--- src/core/sensor_output_defines.svh ---
`ifndef SENSOR_OUTPUT_DEFINES_SVH
`define SENSOR_OUTPUT_DEFINES_SVH
// register indices on the serial control bus
`define PIN_OVERRIDE_ADDR 8'h15
`define READOUT_ORDER_ADDR 8'h16
`define OUTPUT_FORMAT_ADDR 8'h17
// reset values
`define PIN_OVERRIDE_RST 8'h00
`define READOUT_ORDER_RST 8'h03
`define OUTPUT_FORMAT_RST 8'h18
// pin override register fields
`define PO_ENABLE 0
`define PO_QUAL_BIT 1
`define PO_FRAME_BIT 2
`define PO_DRIVE_LO 3
`define PO_DRIVE_HI 4
// read-out order register fields
`define RO_VSHUFFLE 2
`define RO_HMIRROR 3
`define RO_VFLIP 4
`define RO_STROBE_TS 5
`define RO_QUAL_TS 6
`define RO_PREDIV 7
// output format register fields
`define OF_WIDTH_LO 0
`define OF_WIDTH_HI 1
`define OF_PASS 2
`define OF_DATA_TS 5
`define OF_RETIME 6
// drive strength codes
`define DRIVE_2MA 2'b00
`define DRIVE_4MA 2'b01
`define DRIVE_6MA 2'b10
// embedded code bytes
`define CODE_PREAMBLE 8'hff
`define CODE_ZERO 8'h00
`define CODE_SAV 8'h80
`define CODE_EAV 8'h90
`define CODE_LEN 3'd4
// pre-divider: 2 ticks in every 3 clocks
`define PREDIV_LAST 2'd2
// array address width
`define ADDR_W 9
`endif

--- src/core/sensor_output_pkg.sv ---
`include "sensor_output_defines.svh"
package sensor_output_pkg;
  typedef enum logic [1:0] {
    BUS_5WIRE = 2'b00,
    BUS_4WIRE = 2'b01,
    BUS_8WIRE = 2'b10
  } bus_width_t;

  typedef struct packed {
    logic [7:0] pin_ovr;
    logic [7:0] rdo;
    logic [7:0] opf;
    logic eff_data_ts;
    logic eff_strobe_ts;
    logic eff_qual_ts;
    logic [`ADDR_W-1:0] row;
    logic [`ADDR_W-1:0] col;
    logic [1:0] div_cnt;
    logic nib_phase;
    logic [7:0] byte_hold;
    logic [2:0] code_cnt;
    logic code_eav;
    logic [7:0] rdata;
    logic [7:0] data;
    logic data_oe_b;
    logic frame;
    logic frame_oe_b;
    logic line;
    logic line_oe_b;
    logic qual;
    logic qual_oe_b;
    logic [1:0] drive;
    logic div_tick;
    logic [`ADDR_W-1:0] row_addr;
    logic [`ADDR_W-1:0] col_addr;
  } state_t;
endpackage

--- src/core/sensor_output_pin_control.sv ---
// Purpose: output pin control, read-out ordering, bus width and
//   embedded code insertion for the sensor video port.
// Assumes: register writes arrive already decoded from the serial
//   control bus; all inputs synchronous to clk_i.
// Notes: pin enables are active low; the pad ring resolves the wires;
//   reads return the stored register, never the deferred pin state;
//   row and column counts are parameters, address width is fixed.
//
// How it works
// - override maps register bits onto frame strobe and qualifier clock pins
// - drive field selects 2, 4, 6 mA
// - disabled outputs ignore drive strength
// - shuffle reads even rows then odd
// - mirror reverses column order per row
// - flip reverses row order
// - bit five tri-states frame/line strobes
// - reads return written bits immediately
// - bit six tri-states qualifier clock
// - bit seven divides input clock by 1.5
// - strobe disable is pin OR bit
// - qualifier disable is pin OR bit
// - format field picks 5, 4, 8 wires
// - eight-wire puts data bits on strobes
// - insert SAV/EAV unless pass-through set
// - data bus tri-state by bit or pin
// - retime bit defers tri-state to field
// - override enable bit defaults off
// - no codes disables frame strobe, qualifier conditional
`timescale 1ns/1ps
module sensor_output_pin_control
  import sensor_output_pkg::*;
#(
  parameter int ROWS = 292,
  parameter int COLS = 356
)(
  input wire logic clk_i,
  input wire logic rst_b_i,
  input wire logic reg_wr_i,
  input wire logic reg_rd_i,
  input wire logic [7:0] reg_addr_i,
  input wire logic [7:0] reg_wdata_i,
  input wire logic out_disable_pin_i,
  input wire logic field_start_i,
  input wire logic pix_adv_i,
  input wire logic sav_i,
  input wire logic eav_i,
  input wire logic [7:0] adc_data_i,
  input wire logic frame_strobe_i,
  input wire logic line_strobe_i,
  input wire logic qual_clk_i,
  input wire logic qual_clk_free_i,
  output logic [7:0] reg_rdata_o,
  output logic [7:0] data_o,
  output logic data_oe_b_o,
  output logic frame_strobe_pin_o,
  output logic frame_strobe_oe_b_o,
  output logic line_strobe_pin_o,
  output logic line_strobe_oe_b_o,
  output logic qualifier_clock_pin_o,
  output logic qualifier_clock_oe_b_o,
  output logic [1:0] drive_strength_o,
  output logic div_tick_o,
  output logic [`ADDR_W-1:0] row_addr_o,
  output logic [`ADDR_W-1:0] col_addr_o
);

  localparam logic [`ADDR_W-1:0] ROW_LAST = `ADDR_W'(ROWS - 1);
  localparam logic [`ADDR_W-1:0] COL_LAST = `ADDR_W'(COLS - 1);
  localparam logic [`ADDR_W-1:0] ROW_HALF = `ADDR_W'((ROWS + 1) / 2);

  // whole block state: one copy is built, one is registered
  state_t cur_ff;
  state_t nxt_ff;

  // =========================================================
  // address mapping
  // reverse an index when asked; shared by row and column paths
  // no underflow: a counter never passes its last index
  function automatic logic [`ADDR_W-1:0] rev_index(
    input logic [`ADDR_W-1:0] idx,
    input logic [`ADDR_W-1:0] last,
    input logic rev
  );
    rev_index = rev ? (last - idx) : idx;
  endfunction

  // shuffled row: first half even rows, second half odd rows
  // odd row counts round the half up, so the even half is the
  // longer of the two
  function automatic logic [`ADDR_W-1:0] shuffle_row(
    input logic [`ADDR_W-1:0] r,
    input logic on
  );
    logic [`ADDR_W-1:0] off;
    off = r - ROW_HALF;
    if (!on)
      shuffle_row = r;
    else if (r < ROW_HALF)
      shuffle_row = {r[`ADDR_W-2:0], 1'b0};
    else
      shuffle_row = {off[`ADDR_W-2:0], 1'b1};
  endfunction

  // =========================================================
  // next state
  always_comb
  begin
    logic oeb_strobe;
    logic oeb_qual;
    logic oeb_data;
    logic load_shadow;
    logic [7:0] out_byte;
    logic codes_on;
    logic wide;
    oeb_strobe = 1'b0;
    oeb_qual = 1'b0;
    oeb_data = 1'b0;
    load_shadow = 1'b0;
    out_byte = 8'h00;
    codes_on = 1'b0;
    wide = 1'b0;
    nxt_ff = cur_ff;

    // register writes; reads see the stored value at once
    if (reg_wr_i)
    begin
      case (reg_addr_i)
        `PIN_OVERRIDE_ADDR: nxt_ff.pin_ovr = reg_wdata_i;
        `READOUT_ORDER_ADDR: nxt_ff.rdo = reg_wdata_i;
        `OUTPUT_FORMAT_ADDR: nxt_ff.opf = reg_wdata_i;
        default: ;
      endcase
    end

    // read data stands until the next read, so a slow master
    // may fetch it late
    if (reg_rd_i)
    begin
      case (reg_addr_i)
        `PIN_OVERRIDE_ADDR: nxt_ff.rdata = cur_ff.pin_ovr;
        `READOUT_ORDER_ADDR: nxt_ff.rdata = cur_ff.rdo;
        `OUTPUT_FORMAT_ADDR: nxt_ff.rdata = cur_ff.opf;
        default: nxt_ff.rdata = 8'h00;
      endcase
    end

    // tri-state copies: immediate, or held until the field starts
    load_shadow = !cur_ff.opf[`OF_RETIME] || field_start_i;
    // the shadow copies feed the pin enables, so a write made while
    // retiming is on cannot glitch a pin in mid-field
    if (load_shadow)
    begin
      nxt_ff.eff_data_ts = cur_ff.opf[`OF_DATA_TS];
      nxt_ff.eff_strobe_ts = cur_ff.rdo[`RO_STROBE_TS];
      nxt_ff.eff_qual_ts = cur_ff.rdo[`RO_QUAL_TS];
    end

    // combined enables: either source disables a group
    oeb_strobe = out_disable_pin_i | cur_ff.eff_strobe_ts;
    oeb_qual = out_disable_pin_i | cur_ff.eff_qual_ts;
    oeb_data = out_disable_pin_i | cur_ff.eff_data_ts;
    nxt_ff.data_oe_b = oeb_data;
    nxt_ff.frame_oe_b = oeb_strobe;
    nxt_ff.line_oe_b = oeb_strobe;
    nxt_ff.qual_oe_b = oeb_qual;

    // drive field only matters while something is driven;
    // a code of 11 is passed on as written, software must avoid it
    if (oeb_strobe && oeb_qual && oeb_data)
      nxt_ff.drive = `DRIVE_2MA;
    else
      nxt_ff.drive = cur_ff.pin_ovr[`PO_DRIVE_HI:`PO_DRIVE_LO];

    // pre-divider: drop one tick in three, giving 2/3 the rate
    // counter is held at zero while off, so the first tick after
    // enabling comes from a known phase
    if (cur_ff.rdo[`RO_PREDIV])
    begin
      nxt_ff.div_cnt = (cur_ff.div_cnt == `PREDIV_LAST) ?
                       2'd0 : cur_ff.div_cnt + 2'd1;
      nxt_ff.div_tick = (nxt_ff.div_cnt != `PREDIV_LAST);
    end
    else
    begin
      nxt_ff.div_cnt = 2'd0;
      nxt_ff.div_tick = 1'b1;
    end

    // read-out sequencer, restarted by each field
    // wraps silently at the last row; a field start beats an advance
    if (field_start_i)
    begin
      nxt_ff.row = '0;
      nxt_ff.col = '0;
    end
    else if (pix_adv_i)
    begin
      if (cur_ff.col == COL_LAST)
      begin
        nxt_ff.col = '0;
        nxt_ff.row = (cur_ff.row == ROW_LAST) ? '0 : cur_ff.row + 1'b1;
      end
      else
        nxt_ff.col = cur_ff.col + 1'b1;
    end

    // physical address: shuffle, then flip; column mirror on its own
    nxt_ff.row_addr = rev_index(
      shuffle_row(cur_ff.row, cur_ff.rdo[`RO_VSHUFFLE]),
      ROW_LAST, cur_ff.rdo[`RO_VFLIP]);
    nxt_ff.col_addr = rev_index(cur_ff.col, COL_LAST,
                                cur_ff.rdo[`RO_HMIRROR]);

    // embedded code sequence: ff 00 00 xy, then video resumes
    codes_on = !cur_ff.opf[`OF_PASS];
    if (cur_ff.code_cnt != 3'd0)
      nxt_ff.code_cnt = cur_ff.code_cnt - 3'd1;
    // requests while a sequence runs are dropped, not queued
    if (codes_on && (sav_i || eav_i) && cur_ff.code_cnt == 3'd0)
    begin
      nxt_ff.code_cnt = `CODE_LEN;
      nxt_ff.code_eav = eav_i;
    end

    // byte chosen by the count: preamble first, status word last
    case (cur_ff.code_cnt)
      3'd4: out_byte = `CODE_PREAMBLE;
      3'd3: out_byte = `CODE_ZERO;
      3'd2: out_byte = `CODE_ZERO;
      3'd1: out_byte = cur_ff.code_eav ? `CODE_EAV : `CODE_SAV;
      default: out_byte = adc_data_i;
    endcase
    if (!codes_on)
      out_byte = adc_data_i;

    // bus width: narrow modes send high nibble then low nibble
    // the low nibble is latched with the high one, so a byte
    // change in mid-pair cannot tear a pixel
    wide = cur_ff.opf[`OF_WIDTH_HI];
    if (wide)
    begin
      nxt_ff.nib_phase = 1'b0;
      nxt_ff.data = out_byte;
    end
    else
    begin
      nxt_ff.nib_phase = !cur_ff.nib_phase;
      if (!cur_ff.nib_phase)
        nxt_ff.byte_hold = out_byte;
      nxt_ff.data = 8'h00;
      nxt_ff.data[3:0] = cur_ff.nib_phase ? cur_ff.byte_hold[3:0] :
                         out_byte[7:4];
      // fifth wire marks the high nibble
      if (bus_width_t'(cur_ff.opf[1:0]) == BUS_5WIRE)
        nxt_ff.data[4] = !cur_ff.nib_phase;
    end

    // strobe pins: normal, overridden, or carrying data bits
    // later assignments win: data bits beat override beats normal
    nxt_ff.line = line_strobe_i;
    nxt_ff.frame = codes_on ? frame_strobe_i : 1'b0;
    nxt_ff.qual = (codes_on || qual_clk_free_i) ? qual_clk_i : 1'b0;
    if (cur_ff.pin_ovr[`PO_ENABLE])
    begin
      nxt_ff.frame = cur_ff.pin_ovr[`PO_FRAME_BIT];
      nxt_ff.qual = cur_ff.pin_ovr[`PO_QUAL_BIT];
    end
    if (wide)
    begin
      nxt_ff.frame = out_byte[5];
      nxt_ff.line = out_byte[6];
    end
  end

  // =========================================================
  // state register
  // reset loads the register defaults and sets div_tick, all else starts at zero
  always_ff @(posedge clk_i or negedge rst_b_i)
  begin
    if (!rst_b_i)
    begin
      cur_ff <= '0;
      cur_ff.pin_ovr <= `PIN_OVERRIDE_RST;
      cur_ff.rdo <= `READOUT_ORDER_RST;
      cur_ff.opf <= `OUTPUT_FORMAT_RST;
      cur_ff.div_tick <= 1'b1;
    end
    else
      cur_ff <= nxt_ff;
  end

  // outputs straight from the state register
  assign reg_rdata_o = cur_ff.rdata;
  assign data_o = cur_ff.data;
  assign data_oe_b_o = cur_ff.data_oe_b;
  assign frame_strobe_pin_o = cur_ff.frame;
  assign frame_strobe_oe_b_o = cur_ff.frame_oe_b;
  assign line_strobe_pin_o = cur_ff.line;
  assign line_strobe_oe_b_o = cur_ff.line_oe_b;
  assign qualifier_clock_pin_o = cur_ff.qual;
  assign qualifier_clock_oe_b_o = cur_ff.qual_oe_b;
  assign drive_strength_o = cur_ff.drive;
  assign div_tick_o = cur_ff.div_tick;
  assign row_addr_o = cur_ff.row_addr;
  assign col_addr_o = cur_ff.col_addr;

endmodule

--- config.mk ---
export PLATFORM = sky130hd
export DESIGN_NAME = sensor_output_pin_control
export DESIGN_NICKNAME = d
export VERILOG_FILES = /design/src/core/sensor_output_pkg.sv /design/src/core/sensor_output_pin_control.sv
export VERILOG_INCLUDE_DIRS = /design/src /design/src/core
export SDC_FILE = /design/constraint.sdc
export NUM_CORES = 1
export LEC_CHECK = 0
export BUFFER_PORTS_ARGS = -buffer_cell sky130_fd_sc_hd__buf_2
export CORE_AREA = 2 2 125 127
export CTS_CLUSTER_DIAMETER = 100
export DETAILED_ROUTE_END_ITERATION = 12
export DIE_AREA = 0 0 127 129
export PLACE_DENSITY = 0.63
export SYNTH_ARGS = -nofsm -noshare
export SYNTH_HDL_FRONTEND = slang
export SYNTH_SLANG_ARGS = --single-unit
--- constraint.sdc ---
create_clock -name clk_i -period 2.5 [get_ports clk_i]
set_clock_uncertainty 0.15 [all_clocks]
set_input_delay 0.125 -clock clk_i [delete_from_list [all_inputs] [get_ports clk_i]]
set_output_delay 0.125 -clock clk_i [all_outputs]
set_load 0.01 [all_outputs]
==> flow_summary.yaml <==
placement:
  dp_slack_ns: -0.1016
  hpwl_mm: 8.002
  gp_congestion: 0.8182
  port_buffers: 80
synthesis:
  yosysMostFrequentCell: "dfrtp_1"
  synth_area_leaders: "dfrtp_1 46%, mux2_2 7.8%, buf_4 5.8%"
  ys_ff_latch: 99
  muxShareOfSynthArea_pct: 9.392
  synth_area_leader_cell: "dfrtp_1"
  synth_area_sq_um: 5169
  synth-xor-area-share_pct: 3.389
  async_flop_share_pct: 100.0
  synth_top_family_by_area: "compound AO/OA/AOI/OAI gates"
  synth-edff-count: 0
  yosys.area.top_type_share_pct: 45.51
  synth_nets: 544
  synth_cells: 494
  yosysUniqueCellTypes: 65
  ys_warn_count: 0
  synth_common_cells: "94 x dfrtp_1, 40 x buf_4, 36 x mux2_2"
  ys_seq_area_share_pct: 48.05
  synth_fa_ha_area_share_pct: 3.147
  ys.flop_type: "dfrtp_1"
  synth_compound_area_share_pct: 13.53
  syn_avg_cell_area_sq_um: 10.46
  synth_simple_gate_area_share_pct: 13.22
min_path:
  hold_class: "input pin to flip-flop"
clocking:
  cts_max_path_buffers: 2
  cts_buffers: 9
  cts.reportedPaths.clkPinSlew_ns: 0.07
  cts_root_buffer: "clkbuf_16"
  clock-sinks: 99
  insertion_delay_ns: 0.35
  cts_tree: "done"
  h-tree-depth: 3
finish:
  fin_nets: 618
  post-route-util_pct: 40.89
  areaGrowthSynthToFinish_pct: 18.49
  drive_above_1_share_pct: 31.41
route:
  post_drt_wl_per_cell_um: 14.91
  drt-initial-drc-count: 294
  via_per_inst: 4.938
  dr.pass1.iters: 4
  wl_mm: 11.36
  vias: 3763
  route.detailed.drc: 0
  detail-route-antenna-nets: 0
setup_path:
  slowest_stage: "dfrtp_1"
  path_max_fanout: 6
  path_buf_inv: 2
  crit_path_cell_trace: "inv_2, ha_4, nand2b_4, a211oi_4, xnor2_1, nand2_1, o21ai_2, inv_1, ha_1, nand2_1, nand3_1, xnor2_1"
  cp_data_required_time_ns: 2.61
  setup.worst_path.class: "flip-flop to flip-flop"
  crit_path_max_incr_delay_ns: 0.39
  crit_family: "compound AO/OA/AOI/OAI gates"
  crit_arrival_ns: 2.48
  cp-start-kind: "flip-flop"
  cp-end-kind: "flip-flop"
floorplanning:
  initial_core_util_pct: 34.51
  rows: 45
  die_w_um: 127
  dieHeight_um: 129
  io_pins: 81
  placeableCoreArea_sq_um: 14980
  die_area_sq_um: 16380
global_route:
  grt_pass1_vias: 3771
  grt_remaining_overflow: 0
  grt_start_max_net_pins: 47
  grt_pass1_wl_mm: 18.18
  grt_usage_pct: 14.00
  antenna_found_initial: 1
sta:
  fmax_mhz: 421.4
  setup_ws_ns: 0.1270
  holdWs_ns: 0.02713
  maxSlewViolCount: 0
  min_period_ns: 2.373
  fin_setup_tns_ns: 0
  min_period_over_period_pct: 94.92
  tightest_slew_ns: 0.5956
  max_slew_margin_pct: 60.12
  hold_violations: 0
  setup_viol: 0
power_and_ir_drop:
  p_per_area_nw_per_um2: 641.1
  vdd.ir_drop.worst_uv: 361.5
  p_leak_uw: 0.002881
outcome:
  outcome: "completed"
run:
  max_cap_violations: 0
repair_timing:
action,4_1_cts,5_1_grt
endpoints found under the hold margin,123,0
setup buffers,1,1
hold buffers,25,0
pin swaps,1,2
gates resized for setup,4,4
endpoints found under the setup margin,4,4
cells in the final DEF (no fill, tap or decap), types with 6 or more instances in the layout:
cell	instances
nand2_1	31
o21ai_0	20
nor3_1	6
xnor2_1	13
inv_1	22
mux2i_1	8
clkbuf_16	9
ha_1	12
o22ai_1	10
buf_4	19
dfrtp_1	94
a21oi_1	27
nand2b_1	6
a22oi_1	8
mux2_2	36
nor2b_1	10
buf_2	79
nand3_1	9
nor2_1	33
xor2_1	7
o31ai_1	6
dlygate4sd3_1	25
worst min-delay path, delay by kind of cell:
family          cells  cell delay, ns
compound gates      2            0.27
buf+inv             1            0.07
metrics by stage:
| step | power (uW) | cell area, sq um | std cells |
|---|---|---|---|
| after floorplan | 2418 | 5169 | 494 |
| after global placement | 2571 | 5558 | 718 |
| after detailed placement | 2609 | 5558 | 718 |
| after CTS | 3957 | 6096 | 760 |
| after global routing | 4140 | 6125 | 762 |
| final | 3926 | 6125 | 762 |
worst paths after layout:
check                           depth (start not counted)  slack (ns)                    from                         endpoint
min in group asynchronous                               2        0.09                 rst_b_i           cur_ff[69]$_DFFE_PN0P_
worst max-delay path                                   12        0.13  cur_ff[70]$_DFFE_PN0P_          row_addr_o[6]$_DFF_PN0_
max in group asynchronous                               3        1.39                 rst_b_i           cur_ff[83]$_DFFE_PN1P_
worst max register to register                         12        0.13  cur_ff[70]$_DFFE_PN0P_          row_addr_o[6]$_DFF_PN0_
worst min register to register                          1        0.27    cur_ff[58]$_DFF_PN0_             cur_ff[57]$_DFF_PN0_
worst min-delay path                                    3        0.03         qual_clk_free_i  qualifier_clock_pin_o$_DFF_PN0_
flip-flops by register name, summed over array words and instances, names as in the netlist:
register	cells
line_strobe_oe_b_o	1
row_addr_o	9
col_addr_o	9
drive_strength_o	2
frame_strobe_pin_o	1
reg_rdata_o	8
data_o	8
cur_ff	56
qualifier_clock_oe_b_o	1
line_strobe_pin_o	1
data_oe_b_o	1
div_tick_o	1
qualifier_clock_pin_o	1
final cells by class:
cell class              count  area (sq um)
clock buffers              11         232.7
well taps                 188         235.2
inverters                  24         90.09
flip-flops and latches     99          2484
diodes                      1         2.502
clock inverters             5         37.54
repair buffers            124         808.3
multi-input cells         310          2235
fillers                  1463          8852
per-layer routing:
layer,wire [um],GRT usage (%),part of all wire [%],up-vias
met4,190,5.947,1.7,0
li1,-,-,-,1820
met2,5475,22.83,48,81
met3,442,2.994,3.9,12
met5,0,0,0,-
met1,5252,18.15,46,1850
cell families after synthesis:
kind of cell,count (synthesis)
xor gates and xnor gates,20
and+or+nand+nor,127
adders and majority gates,13
buffers and inverters,85
DFF,99
AOI/OAI and AO/OA,106
muxes,44
report_power, final:
part / switching (uW) / leakage [uW] / total [uW] / internal, uW
registers: 119 / 0.00130 / 1880 / 1760
logic: 392 / 0.00145 / 750 / 358
clock network: 614 / 0.000126 / 1290 / 680
total: 1130 / 0.00288 / 3930 / 2800
Note: power is estimated with default switching activity, not from simulation.
